<file path="src/rtl/cms_regs.svh">
// Behaviour
// - Separate fine shift enables, default off
// - Wait-for-lock pauses startup until lock
// - Chain counter six into counter four
// - Delay compensation on in negative hold and external modes only
// - Spread profile applied when enabled, default center_spread_high
// - Modulation period 4000 to 40000 ns, default 10000
// - Fractions rounded to nearest eighth; out zero with fine shift drops its fraction
// - Shift done pulses one cycle per step
`ifndef CMS_REGS_SVH
`define CMS_REGS_SVH
// Clock period of core_clk in ns
`define CMS_CLK_PERIOD_NS   10
// Reference period limits in ps
`define CMS_REF_PERIOD_MIN  17'h003AA
`define CMS_REF_PERIOD_MAX  17'h186A0
// Spread modulation period limits and default in ns
`define CMS_SS_PERIOD_MIN   16'h0FA0
`define CMS_SS_PERIOD_MAX   16'h9C40
`define CMS_SS_PERIOD_DEF   16'h2710
// Duration of one fine shift step in ns and cycles
`define CMS_SHIFT_STEP_NS   120
`define CMS_SHIFT_STEP_CYC  ((`CMS_SHIFT_STEP_NS + `CMS_CLK_PERIOD_NS - 1) / `CMS_CLK_PERIOD_NS)
// Fixed point layout of a divide or multiply setting
`define CMS_FRAC_BITS       10
`define CMS_FRAC_HALF_EIGHT 11'h040
// Counter limits
`define CMS_DIV_MAX         8'h80
`define CMS_DIV_MIN         8'h01
`endif

</file>
<file path="src/rtl/cms_pkg.sv">
package cms_pkg;
  // Feedback compensation modes
  typedef enum logic [1:0] {
    CMS_COMP_NEG_HOLD = 2'h0,
    CMS_COMP_EXTERNAL = 2'h1,
    CMS_COMP_INTERNAL = 2'h2,
    CMS_COMP_BUF_IN   = 2'h3
  } cms_comp_t;
  // Spread profile: bit1 center, bit0 high deviation
  typedef enum logic [1:0] {
    CMS_SS_DOWN_LOW    = 2'h0,
    CMS_SS_DOWN_HIGH   = 2'h1,
    CMS_SS_CENTER_SPREAD_LOW  = 2'h2,
    CMS_SS_CENTER_SPREAD_HIGH = 2'h3
  } cms_spread_t;
  // Startup sequence states
  typedef enum logic [2:0] {
    CMS_ST_IDLE = 3'h1,
    CMS_ST_WAIT = 3'h2,
    CMS_ST_DONE = 3'h4
  } cms_start_t;
  // Fine shift states
  typedef enum logic [2:0] {
    CMS_SH_IDLE = 3'h1,
    CMS_SH_BUSY = 3'h2,
    CMS_SH_DONE = 3'h4
  } cms_shift_t;
endpackage

</file>
<file path="src/rtl/cms_div_if.sv">
`timescale 1ns/10ps
`default_nettype none
// Carries one output counter's tick and divide value
interface cms_div_if;
  logic       tick_in;   // Input tick to count
  logic [7:0] divide;    // Divide value 1 to 128
  logic       tick_out;  // One cycle output tick
  modport ctrl (output tick_in, output divide, input tick_out);
  modport cnt  (input tick_in, input divide, output tick_out);
endinterface
`default_nettype wire

</file>
<file path="src/rtl/cms_divider.sv">
`timescale 1ns/10ps
`default_nettype none
`include "cms_regs.svh"
// One output counter: divides its input ticks
module cms_divider (
  input  wire logic core_clk,
  input  wire logic rst_b,
  cms_div_if.cnt    div
);
  logic [7:0] count_reg;   // Ticks counted so far
  logic [7:0] count_next;
  logic       tick_reg;    // Registered output tick
  logic       tick_next;

  ////////////////////////////////////////////////////////////////
  // Next count and tick
  always_comb begin
    count_next = count_reg;
    tick_next  = 1'b0;
    if (div.tick_in) begin
      // Wrap at divide, zero treated as one
      if (count_reg >= div.divide || div.divide == 8'h00) begin
        count_next = `CMS_DIV_MIN;
        tick_next  = 1'b1;
      end else begin
        count_next = count_reg + 8'h01;
      end
    end
  end

  // Register count and tick
  always_ff @(posedge core_clk) begin
    if (!rst_b) begin
      count_reg <= `CMS_DIV_MIN;
      tick_reg  <= 1'b0;
    end else begin
      count_reg <= count_next;
      tick_reg  <= tick_next;
    end
  end

  assign div.tick_out = tick_reg;

  // Count never passes the largest divide
  count_range_a: assert property (@(posedge core_clk) disable iff (!rst_b)
    count_reg <= `CMS_DIV_MAX) else $error("divider count out of range");
endmodule
`default_nettype wire

</file>
<file path="src/rtl/cms_clock_manager.sv">
`timescale 1ns/10ps
`default_nettype none
`include "cms_regs.svh"
// Static configuration logic of the mixed clock manager
module cms_clock_manager (
  input  wire logic        core_clk,
  input  wire logic        rst_b,
  // Reference periods in ps
  input  wire logic [16:0] primary_ref_period,
  input  wire logic [16:0] secondary_ref_period,
  output logic             ref_period_ok,
  // Fine shift: bit0 feedback, bit1 out zero, bits 7:2 out one to six
  input  wire logic        feedback_fine_shift_en,
  input  wire logic        out_zero_fine_shift_en,
  input  wire logic [5:0]  out_n_fine_shift_en,
  input  wire logic        shift_req,
  input  wire logic [2:0]  shift_sel,
  input  wire logic        shift_inc,
  output logic             shift_busy,
  output logic             shift_done_pulse,
  output logic [9:0]       shift_phase,
  // Divide and multiply settings, 8.10 fixed point
  input  wire logic [17:0] out_zero_divide,
  input  wire logic [17:0] feedback_mult,
  output logic [10:0]      out_zero_divide_q,
  output logic [10:0]      feedback_mult_q,
  output logic             frac_violation,
  // Startup wait
  input  wire logic        startup_wait_en,
  input  wire logic        cfg_start,
  input  wire logic        lock_pin,
  output logic             startup_done,
  // Cascade of counters six and four
  input  wire logic        out_four_chain_enable,
  input  wire logic [7:0]  out_six_divide,
  input  wire logic [7:0]  out_four_divide,
  output logic             output_counter_six,
  output logic             output_counter_four,
  // Compensation
  input  wire logic [1:0]  comp_mode,
  output logic             neg_hold_comp,
  output logic             comp_external,
  output logic             comp_delay_en,
  output logic             comp_manual,
  // Spread spectrum
  input  wire logic        spread_en,
  input  wire logic [1:0]  spread_profile,
  input  wire logic [15:0] spread_mod_period,
  output logic             spread_active,
  output logic             spread_center,
  output logic             spread_dev_high,
  output logic             spread_rising
);

  ////////////////////////////////////////////////////////////////
  // Reference period check
  logic ok_reg;   // Both periods in range
  logic ok_next;
  always_comb begin
    ok_next = (primary_ref_period >= `CMS_REF_PERIOD_MIN) && (primary_ref_period <= `CMS_REF_PERIOD_MAX)
           && (secondary_ref_period >= `CMS_REF_PERIOD_MIN) && (secondary_ref_period <= `CMS_REF_PERIOD_MAX);
  end
  always_ff @(posedge core_clk) begin
    if (!rst_b) ok_reg <= 1'b0;
    else ok_reg <= ok_next;
  end
  assign ref_period_ok = ok_reg;

  ////////////////////////////////////////////////////////////////
  // Fractional rounding to eighths
  function automatic logic [10:0] cms_round(input logic [17:0] raw);
    logic [10:0] frac_sum;
    logic [7:0]  int_part;
    frac_sum = {1'b0, raw[9:0]} + `CMS_FRAC_HALF_EIGHT;
    int_part = raw[17:10] + {7'h00, frac_sum[10]};
    return {int_part, frac_sum[9:7]};
  endfunction

  logic [10:0] div0_reg;   // Rounded out zero divide
  logic [10:0] div0_next;
  logic [10:0] mult_reg;   // Rounded feedback multiply
  logic [10:0] mult_next;
  logic        frac_reg;   // Fraction asked with fine shift
  logic        frac_next;
  always_comb begin
    mult_next = cms_round(feedback_mult);
    div0_next = cms_round(out_zero_divide);
    frac_next = 1'b0;
    // Fine shift on out zero keeps integer divide
    if (out_zero_fine_shift_en) begin
      frac_next = (div0_next[2:0] != 3'h0);
      div0_next = {out_zero_divide[17:10], 3'h0};
    end
  end
  always_ff @(posedge core_clk) begin
    if (!rst_b) begin
      div0_reg <= {`CMS_DIV_MIN, 3'h0};
      mult_reg <= {`CMS_DIV_MIN, 3'h0};
      frac_reg <= 1'b0;
    end else begin
      div0_reg <= div0_next;
      mult_reg <= mult_next;
      frac_reg <= frac_next;
    end
  end
  assign out_zero_divide_q = div0_reg;
  assign feedback_mult_q   = mult_reg;
  assign frac_violation    = frac_reg;

  ////////////////////////////////////////////////////////////////
  // Fine phase shift
  logic [7:0]          shift_en_vec;  // Per target enables
  cms_pkg::cms_shift_t sh_state_reg;  // Shift state
  cms_pkg::cms_shift_t sh_state_next;
  logic [3:0]          sh_cnt_reg;    // Step cycles left
  logic [3:0]          sh_cnt_next;
  logic [2:0]          sh_sel_reg;    // Target being shifted
  logic [2:0]          sh_sel_next;
  logic                sh_inc_reg;    // Step direction
  logic                sh_inc_next;
  logic [9:0]          phase_q [8];   // Phase per target
  logic [9:0]          ph_out_reg;    // Phase of last target
  assign shift_en_vec = {out_n_fine_shift_en, out_zero_fine_shift_en, feedback_fine_shift_en};

  // Shift sequence
  always_comb begin
    sh_state_next = sh_state_reg;
    sh_cnt_next   = sh_cnt_reg;
    sh_sel_next   = sh_sel_reg;
    sh_inc_next   = sh_inc_reg;
    case (sh_state_reg)
      cms_pkg::CMS_SH_IDLE: begin
        // Disabled targets ignore requests
        if (shift_req && shift_en_vec[shift_sel]) begin
          sh_state_next = cms_pkg::CMS_SH_BUSY;
          sh_cnt_next   = 4'(`CMS_SHIFT_STEP_CYC - 1);
          sh_sel_next   = shift_sel;
          sh_inc_next   = shift_inc;
        end
      end
      cms_pkg::CMS_SH_BUSY: begin
        if (sh_cnt_reg == 4'h0) sh_state_next = cms_pkg::CMS_SH_DONE;
        else sh_cnt_next = sh_cnt_reg - 4'h1;
      end
      cms_pkg::CMS_SH_DONE: sh_state_next = cms_pkg::CMS_SH_IDLE;
      default: sh_state_next = cms_pkg::CMS_SH_IDLE;
    endcase
  end
  always_ff @(posedge core_clk) begin
    if (!rst_b) begin
      sh_state_reg <= cms_pkg::CMS_SH_IDLE;
      sh_cnt_reg   <= 4'h0;
      sh_sel_reg   <= 3'h0;
      sh_inc_reg   <= 1'b0;
    end else begin
      sh_state_reg <= sh_state_next;
      sh_cnt_reg   <= sh_cnt_next;
      sh_sel_reg   <= sh_sel_next;
      sh_inc_reg   <= sh_inc_next;
    end
  end

  // Phase step counter per target
  genvar gi;
  generate
    for (gi = 0; gi < 8; gi++) begin : g_phase
      logic [9:0] ph_reg;
      logic [9:0] ph_next;
      always_comb begin
        ph_next = ph_reg;
        if (sh_state_reg == cms_pkg::CMS_SH_DONE && sh_sel_reg == 3'(gi))
          ph_next = sh_inc_reg ? ph_reg + 10'h001 : ph_reg - 10'h001;
      end
      always_ff @(posedge core_clk) begin
        if (!rst_b) ph_reg <= 10'h000;
        else ph_reg <= ph_next;
      end
      assign phase_q[gi] = ph_reg;
    end
  endgenerate
  always_ff @(posedge core_clk) begin
    if (!rst_b) ph_out_reg <= 10'h000;
    else ph_out_reg <= phase_q[sh_sel_reg];
  end
  assign shift_phase      = ph_out_reg;
  assign shift_busy       = (sh_state_reg != cms_pkg::CMS_SH_IDLE);
  assign shift_done_pulse = (sh_state_reg == cms_pkg::CMS_SH_DONE);

  ////////////////////////////////////////////////////////////////
  // Lock synchroniser and startup
  logic                lock_m1_reg;  // First stage
  logic                lock_m2_reg;  // Second stage
  logic                lock_m3_reg;  // Third stage
  logic                lock_reg;     // Filtered lock
  logic                lock_next;
  cms_pkg::cms_start_t st_reg;       // Startup state
  cms_pkg::cms_start_t st_next;
  always_comb begin
    lock_next = (lock_m2_reg == lock_m3_reg) ? lock_m3_reg : lock_reg;
    st_next   = st_reg;
    case (st_reg)
      cms_pkg::CMS_ST_IDLE: begin
        if (cfg_start) begin
          // Hold off startup when waiting for lock
          if (startup_wait_en && !lock_reg) st_next = cms_pkg::CMS_ST_WAIT;
          else st_next = cms_pkg::CMS_ST_DONE;
        end
      end
      cms_pkg::CMS_ST_WAIT: if (lock_reg) st_next = cms_pkg::CMS_ST_DONE;
      cms_pkg::CMS_ST_DONE: st_next = cms_pkg::CMS_ST_DONE;
      default: st_next = cms_pkg::CMS_ST_IDLE;
    endcase
  end
  always_ff @(posedge core_clk) begin
    if (!rst_b) begin
      lock_m1_reg <= 1'b0;
      lock_m2_reg <= 1'b0;
      lock_m3_reg <= 1'b0;
      lock_reg    <= 1'b0;
      st_reg      <= cms_pkg::CMS_ST_IDLE;
    end else begin
      lock_m1_reg <= lock_pin;
      lock_m2_reg <= lock_m1_reg;
      lock_m3_reg <= lock_m2_reg;
      lock_reg    <= lock_next;
      st_reg      <= st_next;
    end
  end
  assign startup_done = (st_reg == cms_pkg::CMS_ST_DONE);

  ////////////////////////////////////////////////////////////////
  // Counters six and four with optional chain
  cms_div_if six_if ();
  cms_div_if four_if ();
  assign six_if.tick_in  = 1'b1;
  assign six_if.divide   = out_six_divide;
  assign four_if.tick_in = out_four_chain_enable ? six_if.tick_out : 1'b1;
  assign four_if.divide  = out_four_divide;
  cms_divider u_six  (.core_clk(core_clk), .rst_b(rst_b), .div(six_if));
  cms_divider u_four (.core_clk(core_clk), .rst_b(rst_b), .div(four_if));
  assign output_counter_six  = six_if.tick_out;
  assign output_counter_four = four_if.tick_out;

  ////////////////////////////////////////////////////////////////
  // Compensation mode decode
  cms_pkg::cms_comp_t comp_sel;
  logic [3:0]         comp_reg;   // hold, external, delay, manual
  logic [3:0]         comp_next;
  assign comp_sel = cms_pkg::cms_comp_t'(comp_mode);
  always_comb begin
    case (comp_sel)
      cms_pkg::CMS_COMP_NEG_HOLD: comp_next = 4'hA;
      cms_pkg::CMS_COMP_EXTERNAL: comp_next = 4'h7;
      cms_pkg::CMS_COMP_INTERNAL: comp_next = 4'h1;
      default:                    comp_next = 4'h1;
    endcase
  end
  always_ff @(posedge core_clk) begin
    if (!rst_b) comp_reg <= 4'hA;
    else comp_reg <= comp_next;
  end
  assign neg_hold_comp = comp_reg[3];
  assign comp_external = comp_reg[2];
  assign comp_delay_en = comp_reg[1];
  assign comp_manual   = comp_reg[0];

  ////////////////////////////////////////////////////////////////
  // Spread modulation
  logic [15:0] ss_ns;          // Period in use, ns
  logic [12:0] ss_half;        // Half period in cycles
  logic [12:0] ss_cnt_reg;     // Cycles in this half
  logic [12:0] ss_cnt_next;
  logic [3:0]  ss_reg;         // active, center, high deviation, rising
  logic [3:0]  ss_next;
  always_comb begin
    if (spread_mod_period == 16'h0000) ss_ns = `CMS_SS_PERIOD_DEF;
    else if (spread_mod_period < `CMS_SS_PERIOD_MIN) ss_ns = `CMS_SS_PERIOD_MIN;
    else if (spread_mod_period > `CMS_SS_PERIOD_MAX) ss_ns = `CMS_SS_PERIOD_MAX;
    else ss_ns = spread_mod_period;
    ss_half     = 13'(ss_ns / (2 * `CMS_CLK_PERIOD_NS));
    ss_cnt_next = ss_cnt_reg;
    ss_next     = {1'b0, spread_profile, 1'b1};
    if (spread_en) begin
      ss_next[3] = 1'b1;
      // Flip direction at each half period
      if (ss_cnt_reg + 13'h0001 >= ss_half) begin
        ss_cnt_next = 13'h0000;
        ss_next[0]  = ~ss_reg[0];
      end else begin
        ss_cnt_next = ss_cnt_reg + 13'h0001;
        ss_next[0]  = ss_reg[0];
      end
    end else begin
      ss_cnt_next = 13'h0000;
    end
  end
  always_ff @(posedge core_clk) begin
    if (!rst_b) begin
      ss_cnt_reg <= 13'h0000;
      ss_reg     <= {1'b0, cms_pkg::CMS_SS_CENTER_SPREAD_HIGH, 1'b1};
    end else begin
      ss_cnt_reg <= ss_cnt_next;
      ss_reg     <= ss_next;
    end
  end
  assign spread_active   = ss_reg[3];
  assign spread_center   = ss_reg[2];
  assign spread_dev_high = ss_reg[1];
  assign spread_rising   = ss_reg[0];

  ////////////////////////////////////////////////////////////////
  // Checks
  done_one_cycle_a: assert property (@(posedge core_clk) disable iff (!rst_b)
    shift_done_pulse |=> !shift_done_pulse) else $error("shift done longer than one cycle");
  step_length_a: assert property (@(posedge core_clk) disable iff (!rst_b)
    $rose(shift_busy) |-> ##12 shift_done_pulse) else $error("shift step length wrong");
  disabled_target_a: assert property (@(posedge core_clk) disable iff (!rst_b)
    !shift_busy && shift_req && !shift_en_vec[shift_sel] |=> !shift_busy) else $error("disabled shift taken");
  wait_lock_a: assert property (@(posedge core_clk) disable iff (!rst_b)
    startup_done && $changed(startup_done) && startup_wait_en |-> $past(lock_reg)) else $error("startup ended unlocked");
  no_wait_a: assert property (@(posedge core_clk) disable iff (!rst_b)
    st_reg == cms_pkg::CMS_ST_IDLE && cfg_start && !startup_wait_en |=> startup_done) else $error("startup waited");
  chain_tick_a: assert property (@(posedge core_clk) disable iff (!rst_b)
    out_four_chain_enable && $past(out_four_chain_enable) && output_counter_four |-> $past(output_counter_six))
    else $error("chained tick without counter six");
  integer_div_a: assert property (@(posedge core_clk) disable iff (!rst_b)
    $past(out_zero_fine_shift_en) |-> out_zero_divide_q[2:0] == 3'h0) else $error("fraction kept with fine shift");
  round_eighth_a: assert property (@(posedge core_clk) disable iff (!rst_b)
    feedback_mult[9:0] == 10'h03F |=> feedback_mult_q[2:0] == 3'h0) else $error("rounding wrong");
  comp_hold_a: assert property (@(posedge core_clk) disable iff (!rst_b)
    comp_mode == 2'h0 |=> neg_hold_comp && comp_delay_en && !comp_manual) else $error("hold mode decode wrong");
  spread_off_a: assert property (@(posedge core_clk) disable iff (!rst_b)
    !spread_en |=> !spread_active && spread_rising) else $error("spread active when off");
  period_ok_a: assert property (@(posedge core_clk) disable iff (!rst_b)
    primary_ref_period == 17'h00000 || secondary_ref_period == 17'h00000 |=> !ref_period_ok)
    else $error("zero period accepted");
endmodule
`default_nettype wire

</file>
<file path="config.mk">
export PLATFORM = sky130hd
export DESIGN_NAME = cms_clock_manager
export DESIGN_NICKNAME = d
export VERILOG_FILES = /design/src/rtl/cms_pkg.sv /design/src/rtl/cms_div_if.sv /design/src/rtl/cms_divider.sv /design/src/rtl/cms_clock_manager.sv
export VERILOG_INCLUDE_DIRS = /design/src /design/src/rtl
export SDC_FILE = /design/constraint.sdc
export NUM_CORES = 1
export LEC_CHECK = 0
export ABC_AREA = 1
export ABC_CLOCK_PERIOD_IN_PS = 13700
export CORE_ASPECT_RATIO = 0.6
export CORE_MARGIN = 3
export CORE_UTILIZATION = 50
export DETAILED_ROUTE_END_ITERATION = 7
export DONT_BUFFER_PORTS = 1
export SYNTH_ARGS = -nofsm -noshare
export SYNTH_HDL_FRONTEND = slang
export SYNTH_SLANG_ARGS = --single-unit
</file>
<file path="constraint.sdc">
create_clock -name core_clk -period 13.7 [get_ports core_clk]
set_input_delay 0.685 -clock core_clk [delete_from_list [all_inputs] [get_ports core_clk]]
set_output_delay 0.685 -clock core_clk [all_outputs]
set_load 0.01 [all_outputs]
</file>
* Word level (Yosys, flattened, before mapping)
Cells that the tools add are included.
Word-level totals: register bits 171, bits in latches 0, memory bits (writable) 0, bits in read-only memories 0, input port bits 126, output and inout bits 47, logic and storage cells 159, memories 0
Cells by class: add/subtract/negate cells 24, multiply operators 0, div/mod/pow operators 1, $lt $le $gt $ge 11, equal/unequal tests 21, shift operators 0, mux-type cells 33, bitwise logic cells 4, reductions and logical operators 34
Operator list (count):
- 10-bit 2-to-1 mux | 10
- 10-bit by 1-bit adder with 10-bit output, second input constant | 8
- 10-bit by 1-bit subtractor with 10-bit output, second input constant | 8
- 16-bit 2-to-1 mux | 3
- 17-bit by 10-bit greater-or-equal comparator with 1-bit output, second input constant | 2
- 17-bit less-or-equal comparator, second input constant | 2
- 16-bit by 5-bit divider with 32-bit output, second input constant | 1
- 10-bit binary-select mux with 3-bit select | 1
- 10-bit by 7-bit adder with 11-bit output, second input constant | 2
- 3-bit == test, second input constant | 6
- 8-bit by 1-bit adder with 8-bit output | 2
- 8-bit by 1-bit adder with 8-bit output, second input constant | 2
- 8-bit greater-or-equal comparator | 2
- 16-bit greater-than comparator, second input constant | 1
- 16-bit logical NOT | 1
- 8-bit logical NOT | 2
- 16-bit by 12-bit < comparator with 1-bit output, second input constant | 1
- 4-bit one-hot mux with 2 select lines | 2
- 3-bit 2-to-1 mux | 5
- 13-bit by 1-bit adder with 13-bit output, second input constant | 1
- 13-bit greater-or-equal comparator | 1
- 1-bit logical AND | 13
- 3-bit by 2-bit == test with 1-bit output, second input constant | 4
- 2-bit AND reduction | 6
- 27 further kinds | 42

* Longest topological paths before layout
word-level depth 7, mapped depth 75, gate-level depth less buffers 73

* Hierarchy
A second synthesis with hierarchy kept.
Second synthesis, totals: cells, all modules 1691, area total of the unflattened synthesis 11593.6 um^2
By module, submodules not included:
- cms_clock_manager | times used 1, cells an instance 1475, area each 10202.3 um^2, sequential area each 3062.9 um^2
- cms_divider | times used 2, cells an instance 108, area each 695.7 um^2, sequential area each 180.2 um^2

* Worst setup path after synthesis
No wires, ideal clock.
path type input to register, start point input spread_mod_period[14], end point register ss_cnt_reg[0], setup time 0.066 ns, data arrival time 6.455 ns, required time 13.634 ns, slack 7.179 ns, cell stages on the path 69, path buffers 2, cell sequence nor2_1 > nand2_1 > nor2_1 > nand2_1 > nand2_2 > buf_6 > nand2_2 > inv_1 > nand2_1 > nand2_1 > nand2_1 > nand2_1 > inv_2 > nand2_2 > nand2_2 > nand2_1 > nand3_1 > nand2_2 > [33 not listed] > nand2_1 > nand3_1 > nand2_1 > nand2_1 > ha_1 > o21a_1 > o21a_1 > o21a_1 > o21ai_0 > nand2_1 > a21oi_1 > o21ai_0 > nand3_1 > nand2_1 > a221o_1 > or2_2 > clkbuf_1 > nor2_1
Between the ends: cells in the longest elaborated chain, start to end 7, elaborated cells on any way between the ends 9, classes of those cells 1 x div; 3 x order compare; 3 x mux; 2 x reduce/logical
Ends and longest elaborated chain:
- start: declaration | RTL line cms_clock_manager.sv:48 | input wire logic [15:0] spread_mod_period,
- 16-bit greater-than comparator (no source line)
- 16-bit 2-to-1 mux | RTL line cms_clock_manager.sv:278 | else if (spread_mod_period > `CMS_SS_PERIOD_MAX) ss_ns = `CMS_SS_PERIOD_MAX;
- 16-bit 2-to-1 mux | RTL line cms_clock_manager.sv:277 | else if (spread_mod_period < `CMS_SS_PERIOD_MIN) ss_ns = `CMS_SS_PERIOD_MIN;
- 16-bit 2-to-1 mux (*) | RTL line cms_clock_manager.sv:276 | if (spread_mod_period == 16'h0000) ss_ns = `CMS_SS_PERIOD_DEF;
- 16-bit by 5-bit divider with 32-bit output (*) | RTL line cms_clock_manager.sv:280 | ss_half = 13'(ss_ns / (2 * `CMS_CLK_PERIOD_NS));
- 13-bit greater-or-equal comparator (*) | RTL line cms_clock_manager.sv:286 | if (ss_cnt_reg + 13'h0001 >= ss_half) begin
- 3-bit OR reduction (no source line) (*)
- end signal: assignment | RTL line cms_clock_manager.sv:302 | ss_cnt_reg <= ss_cnt_next;
- end: declaration | RTL line cms_clock_manager.sv:271 | logic [12:0] ss_cnt_reg;
Every way passes the cells marked *; elsewhere a longest branch is shown, timed or not. A chain may end at the register's enable or synchronous reset.

* Final worst setup path
start point input spread_mod_period[8], end point register ss_cnt_reg[10]
The elaborated chain is that of the path after synthesis.

==> results_dict.tcl <==
set metrics [dict create \
    outcome "completed" \
    timing.hold.ws_ns 0.312 \
    layout-area-overhead-vs-synth_pct 8.00 \
    cts_tree "done" \
    die_w_um 200 \
    synth-seq-area-share 0.302 \
    synth-seq-cells 171 \
    maxCapViolCount 0 \
    cts.clk_slew.worst_paths_ns 0.07 \
    critPathLaunchType "input pin" \
    synth.cells.most_frequent "sky130_fd_sc_hd__inv_1, sky130_fd_sc_hd__nor2_1, sky130_fd_sc_hd__nand2_1, sky130_fd_sc_hd__dfxtp_1, sky130_fd_sc_hd__a21oi_1" \
    multiInputGateArea_um2 6730 \
    yosys.area.top_type "sky130_fd_sc_hd__dfxtp_1" \
    pin_count_of_the_biggest_net_entering_global_routing 70 \
    placement.io_buffers 0 \
    power_leakage_nw 6.13 \
    r2r_slack_ns 9.55 \
    via_count_of_the_first_global_routing_pass 8980 \
    critical_path.endpoint_type "flip-flop" \
    synth_area_um2 11300 \
    cts_post_setup_buffers_inserted 0 \
    place_area_um2 11700 \
    finalHoldViolations 0 \
    ctsHoldBuffers 0 \
    total_wire_length_after_detailed_routing_mm 28.6 \
    layout.cell_area.non_filler_um2 12200 \
    largest_reg_flops 80 \
    final_critical_path_setup_slack_ns 6.51 \
    fmaxAchievable_ghz 0.139 \
    r2r.worst_path.cells 19 \
    post_layout_nonfiller_instances 1940 \
    tightest_slew_ns 0.824 \
    placed_cells_incl_taps 1908 \
    gp_congestion 0.845 \
    floorplan.die_area_um2 24500 \
    worstHoldPathCells 1 \
    path_class "input pin to flip-flop" \
    root_buffer "sky130_fd_sc_hd__clkbuf_16" \
    antenna_violating_nets_post_route 0 \
    cts_buffers 17 \
    initial_utilization 0.524 \
    grt_overflow 0 \
    period_minus_slack_ns 7.19 \
    synth_flop_cell "sky130_fd_sc_hd__dfxtp_1" \
    vias 10200 \
    placement_setup_slack_ns 6.11 \
    drive_gt1_frac 0.0757 \
    numClockSinks 171 \
    htree_num_levels 4 \
    cp.arrival_ns 7.54 \
    nets 1863 \
    synth_most_common_cell "sky130_fd_sc_hd__inv_1" \
    utilization 0.566 \
    fin_worst_skew_ns 0.00547 \
    num-fill-cells 2094 \
    die-height_um 123 \
    total_power_mw 1.51 \
    max_stage_delay_ns 0.40 \
    drt_first_pass_iters 5 \
    cts_resized 0 \
    synth_cell_type_count 48 \
    cp.required_ns 14.06 \
    worst_hold_path_type "input pin to flip-flop" \
    fin_setup_tns_ns 0 \
    hp-start "comp_mode[1]" \
    setup_viol_count_final 0 \
    io_pins 173 \
    row_count 41 \
    power.density_nw_per_um2 124 \
    drv_slew 0 \
    rsz0062_at_grt "no" \
    synth_cells 1626 \
    crit_path_frequent_cell "sky130_fd_sc_hd__nand2_1" \
    post-synth-top-area-fraction 0.302 \
    drt-wirelength-per-cell_um 14.8 \
    cts_max_path_buffers 2 \
    antenna_found_initial 1 \
    r2r-end "g_phase[4].ph_reg[9]$_SDFFE_PN0P_" \
    crit_fanout 12 \
    final-seq-area_um2 3420 \
    worst_min_delay_path_endpoint "comp_reg[2]$_SDFF_PN0_" \
    fin_crit_sh 0.525 \
    drc 0 \
    core_area_um2 21600 \
    insertion_delay_ns 0.44 \
    post_dp_hpwl_mm 22.0 \
    vdd_drop_max_mv 0.0893 \
    slowest_stage "sky130_fd_sc_hd__or2_2" \
    synth-edff-count 0 \
    syn-mean-instance-area_um2 6.96 \
    synth_nets 1863 \
    yosys-top-cells-area "sky130_fd_sc_hd__dfxtp_1, sky130_fd_sc_hd__ha_1, sky130_fd_sc_hd__inv_1" \
    grt_pass1_wl_mm 46.1 \
    viasPerCell 5.23 \
    globalRouteTotalUtil 0.232 \
    r2r_start "sh_inc_reg$_SDFFE_PN0P_" \
    detail_route.iter0.violations 743 \
    slew_headroom 0.450 \
    yosysWarningCount 0 \
    async_s_r_ff_share_synth 0 \
]
==> layer usage <==
| layer | global-route usage | vias to the layer above | part of all wire |
|---|---|---|---|
| li1 | - | 5318 | - |
| met1 | 0.363 | 4567 | 0.55 |
| met2 | 0.326 | 250 | 0.38 |
| met3 | 0.0474 | 18 | 0.065 |
| met4 | 0.0460 | 0 | 0.0093 |
| met5 | 0 | - | 0 |
==> final cells by class <==
cell class	count	area share
Antenna cell	1	0.000205
Clock buffer	20	0.0374
Clock inverter	11	0.00911
Inverter	281	0.0864
Multi-Input combinational cell	1145	0.550
Sequential cell	171	0.280
Tap cell	301	0.0308
Timing Repair Buffer	10	0.00614
==> cell families after synthesis <==
logic type,synth area share
AND/OR/NAND/NOR,0.242
AO/OA/AOI/OAI,0.171
buffers and inverters,0.104
flip-flops,0.302
adder cells (fa/ha/maj),0.128
XOR/XNOR,0.0518
other,0.000663
multiplexers,0.000884
==> cells in the final DEF, fill, tap and decap left out, types with 32 or more instances in the layout <==
cell                      synthesis  final
sky130_fd_sc_hd__a21oi_1        133    133
sky130_fd_sc_hd__dfxtp_1        171    171
sky130_fd_sc_hd__ha_1           103    103
sky130_fd_sc_hd__inv_1          257    256
sky130_fd_sc_hd__nand2_1        206    206
sky130_fd_sc_hd__nand2_2         32     32
sky130_fd_sc_hd__nand3_1         86     86
sky130_fd_sc_hd__nor2_1         227    227
sky130_fd_sc_hd__o21ai_0        129    129
sky130_fd_sc_hd__xor2_1          54     54
==> where the power goes <==
part / leakage, nW / internal (mW) / switching, mW / total [mW]
registers: 1.39 / 0.512 / 0.0162 / 0.528
clock network: 0.262 / 0.261 / 0.212 / 0.473
logic: 4.48 / 0.181 / 0.331 / 0.513
==> worst max-delay path by stage <==
stage	slack [ns]	cells after the start	to	from
2_1_floorplan	7.18	69	ss_cnt_reg[0]$_SDFF_PP0_	spread_mod_period[14]
3_3_place_gp	6.22	61	ss_cnt_reg[10]$_SDFF_PP0_	spread_mod_period[8]
3_5_place_dp	6.11	63	ss_cnt_reg[10]$_SDFF_PP0_	spread_mod_period[8]
4_1_cts	6.57	63	ss_cnt_reg[10]$_SDFF_PP0_	spread_mod_period[8]
5_1_grt	5.72	61	ss_cnt_reg[2]$_SDFF_PP0_	spread_mod_period[8]
6_report	6.51	61	ss_cnt_reg[10]$_SDFF_PP0_	spread_mod_period[8]
==> worst max-delay path: cells and delay by family <==
family / cells / cell delay [ns]
adders and majority gates: 1 / 0.26
and+or+nand+nor: 50 / 5.17
AOI/OAI and AO/OA: 7 / 1.21
buffers and inverters: 3 / 0.19
(Power assumes the default switching activity.)
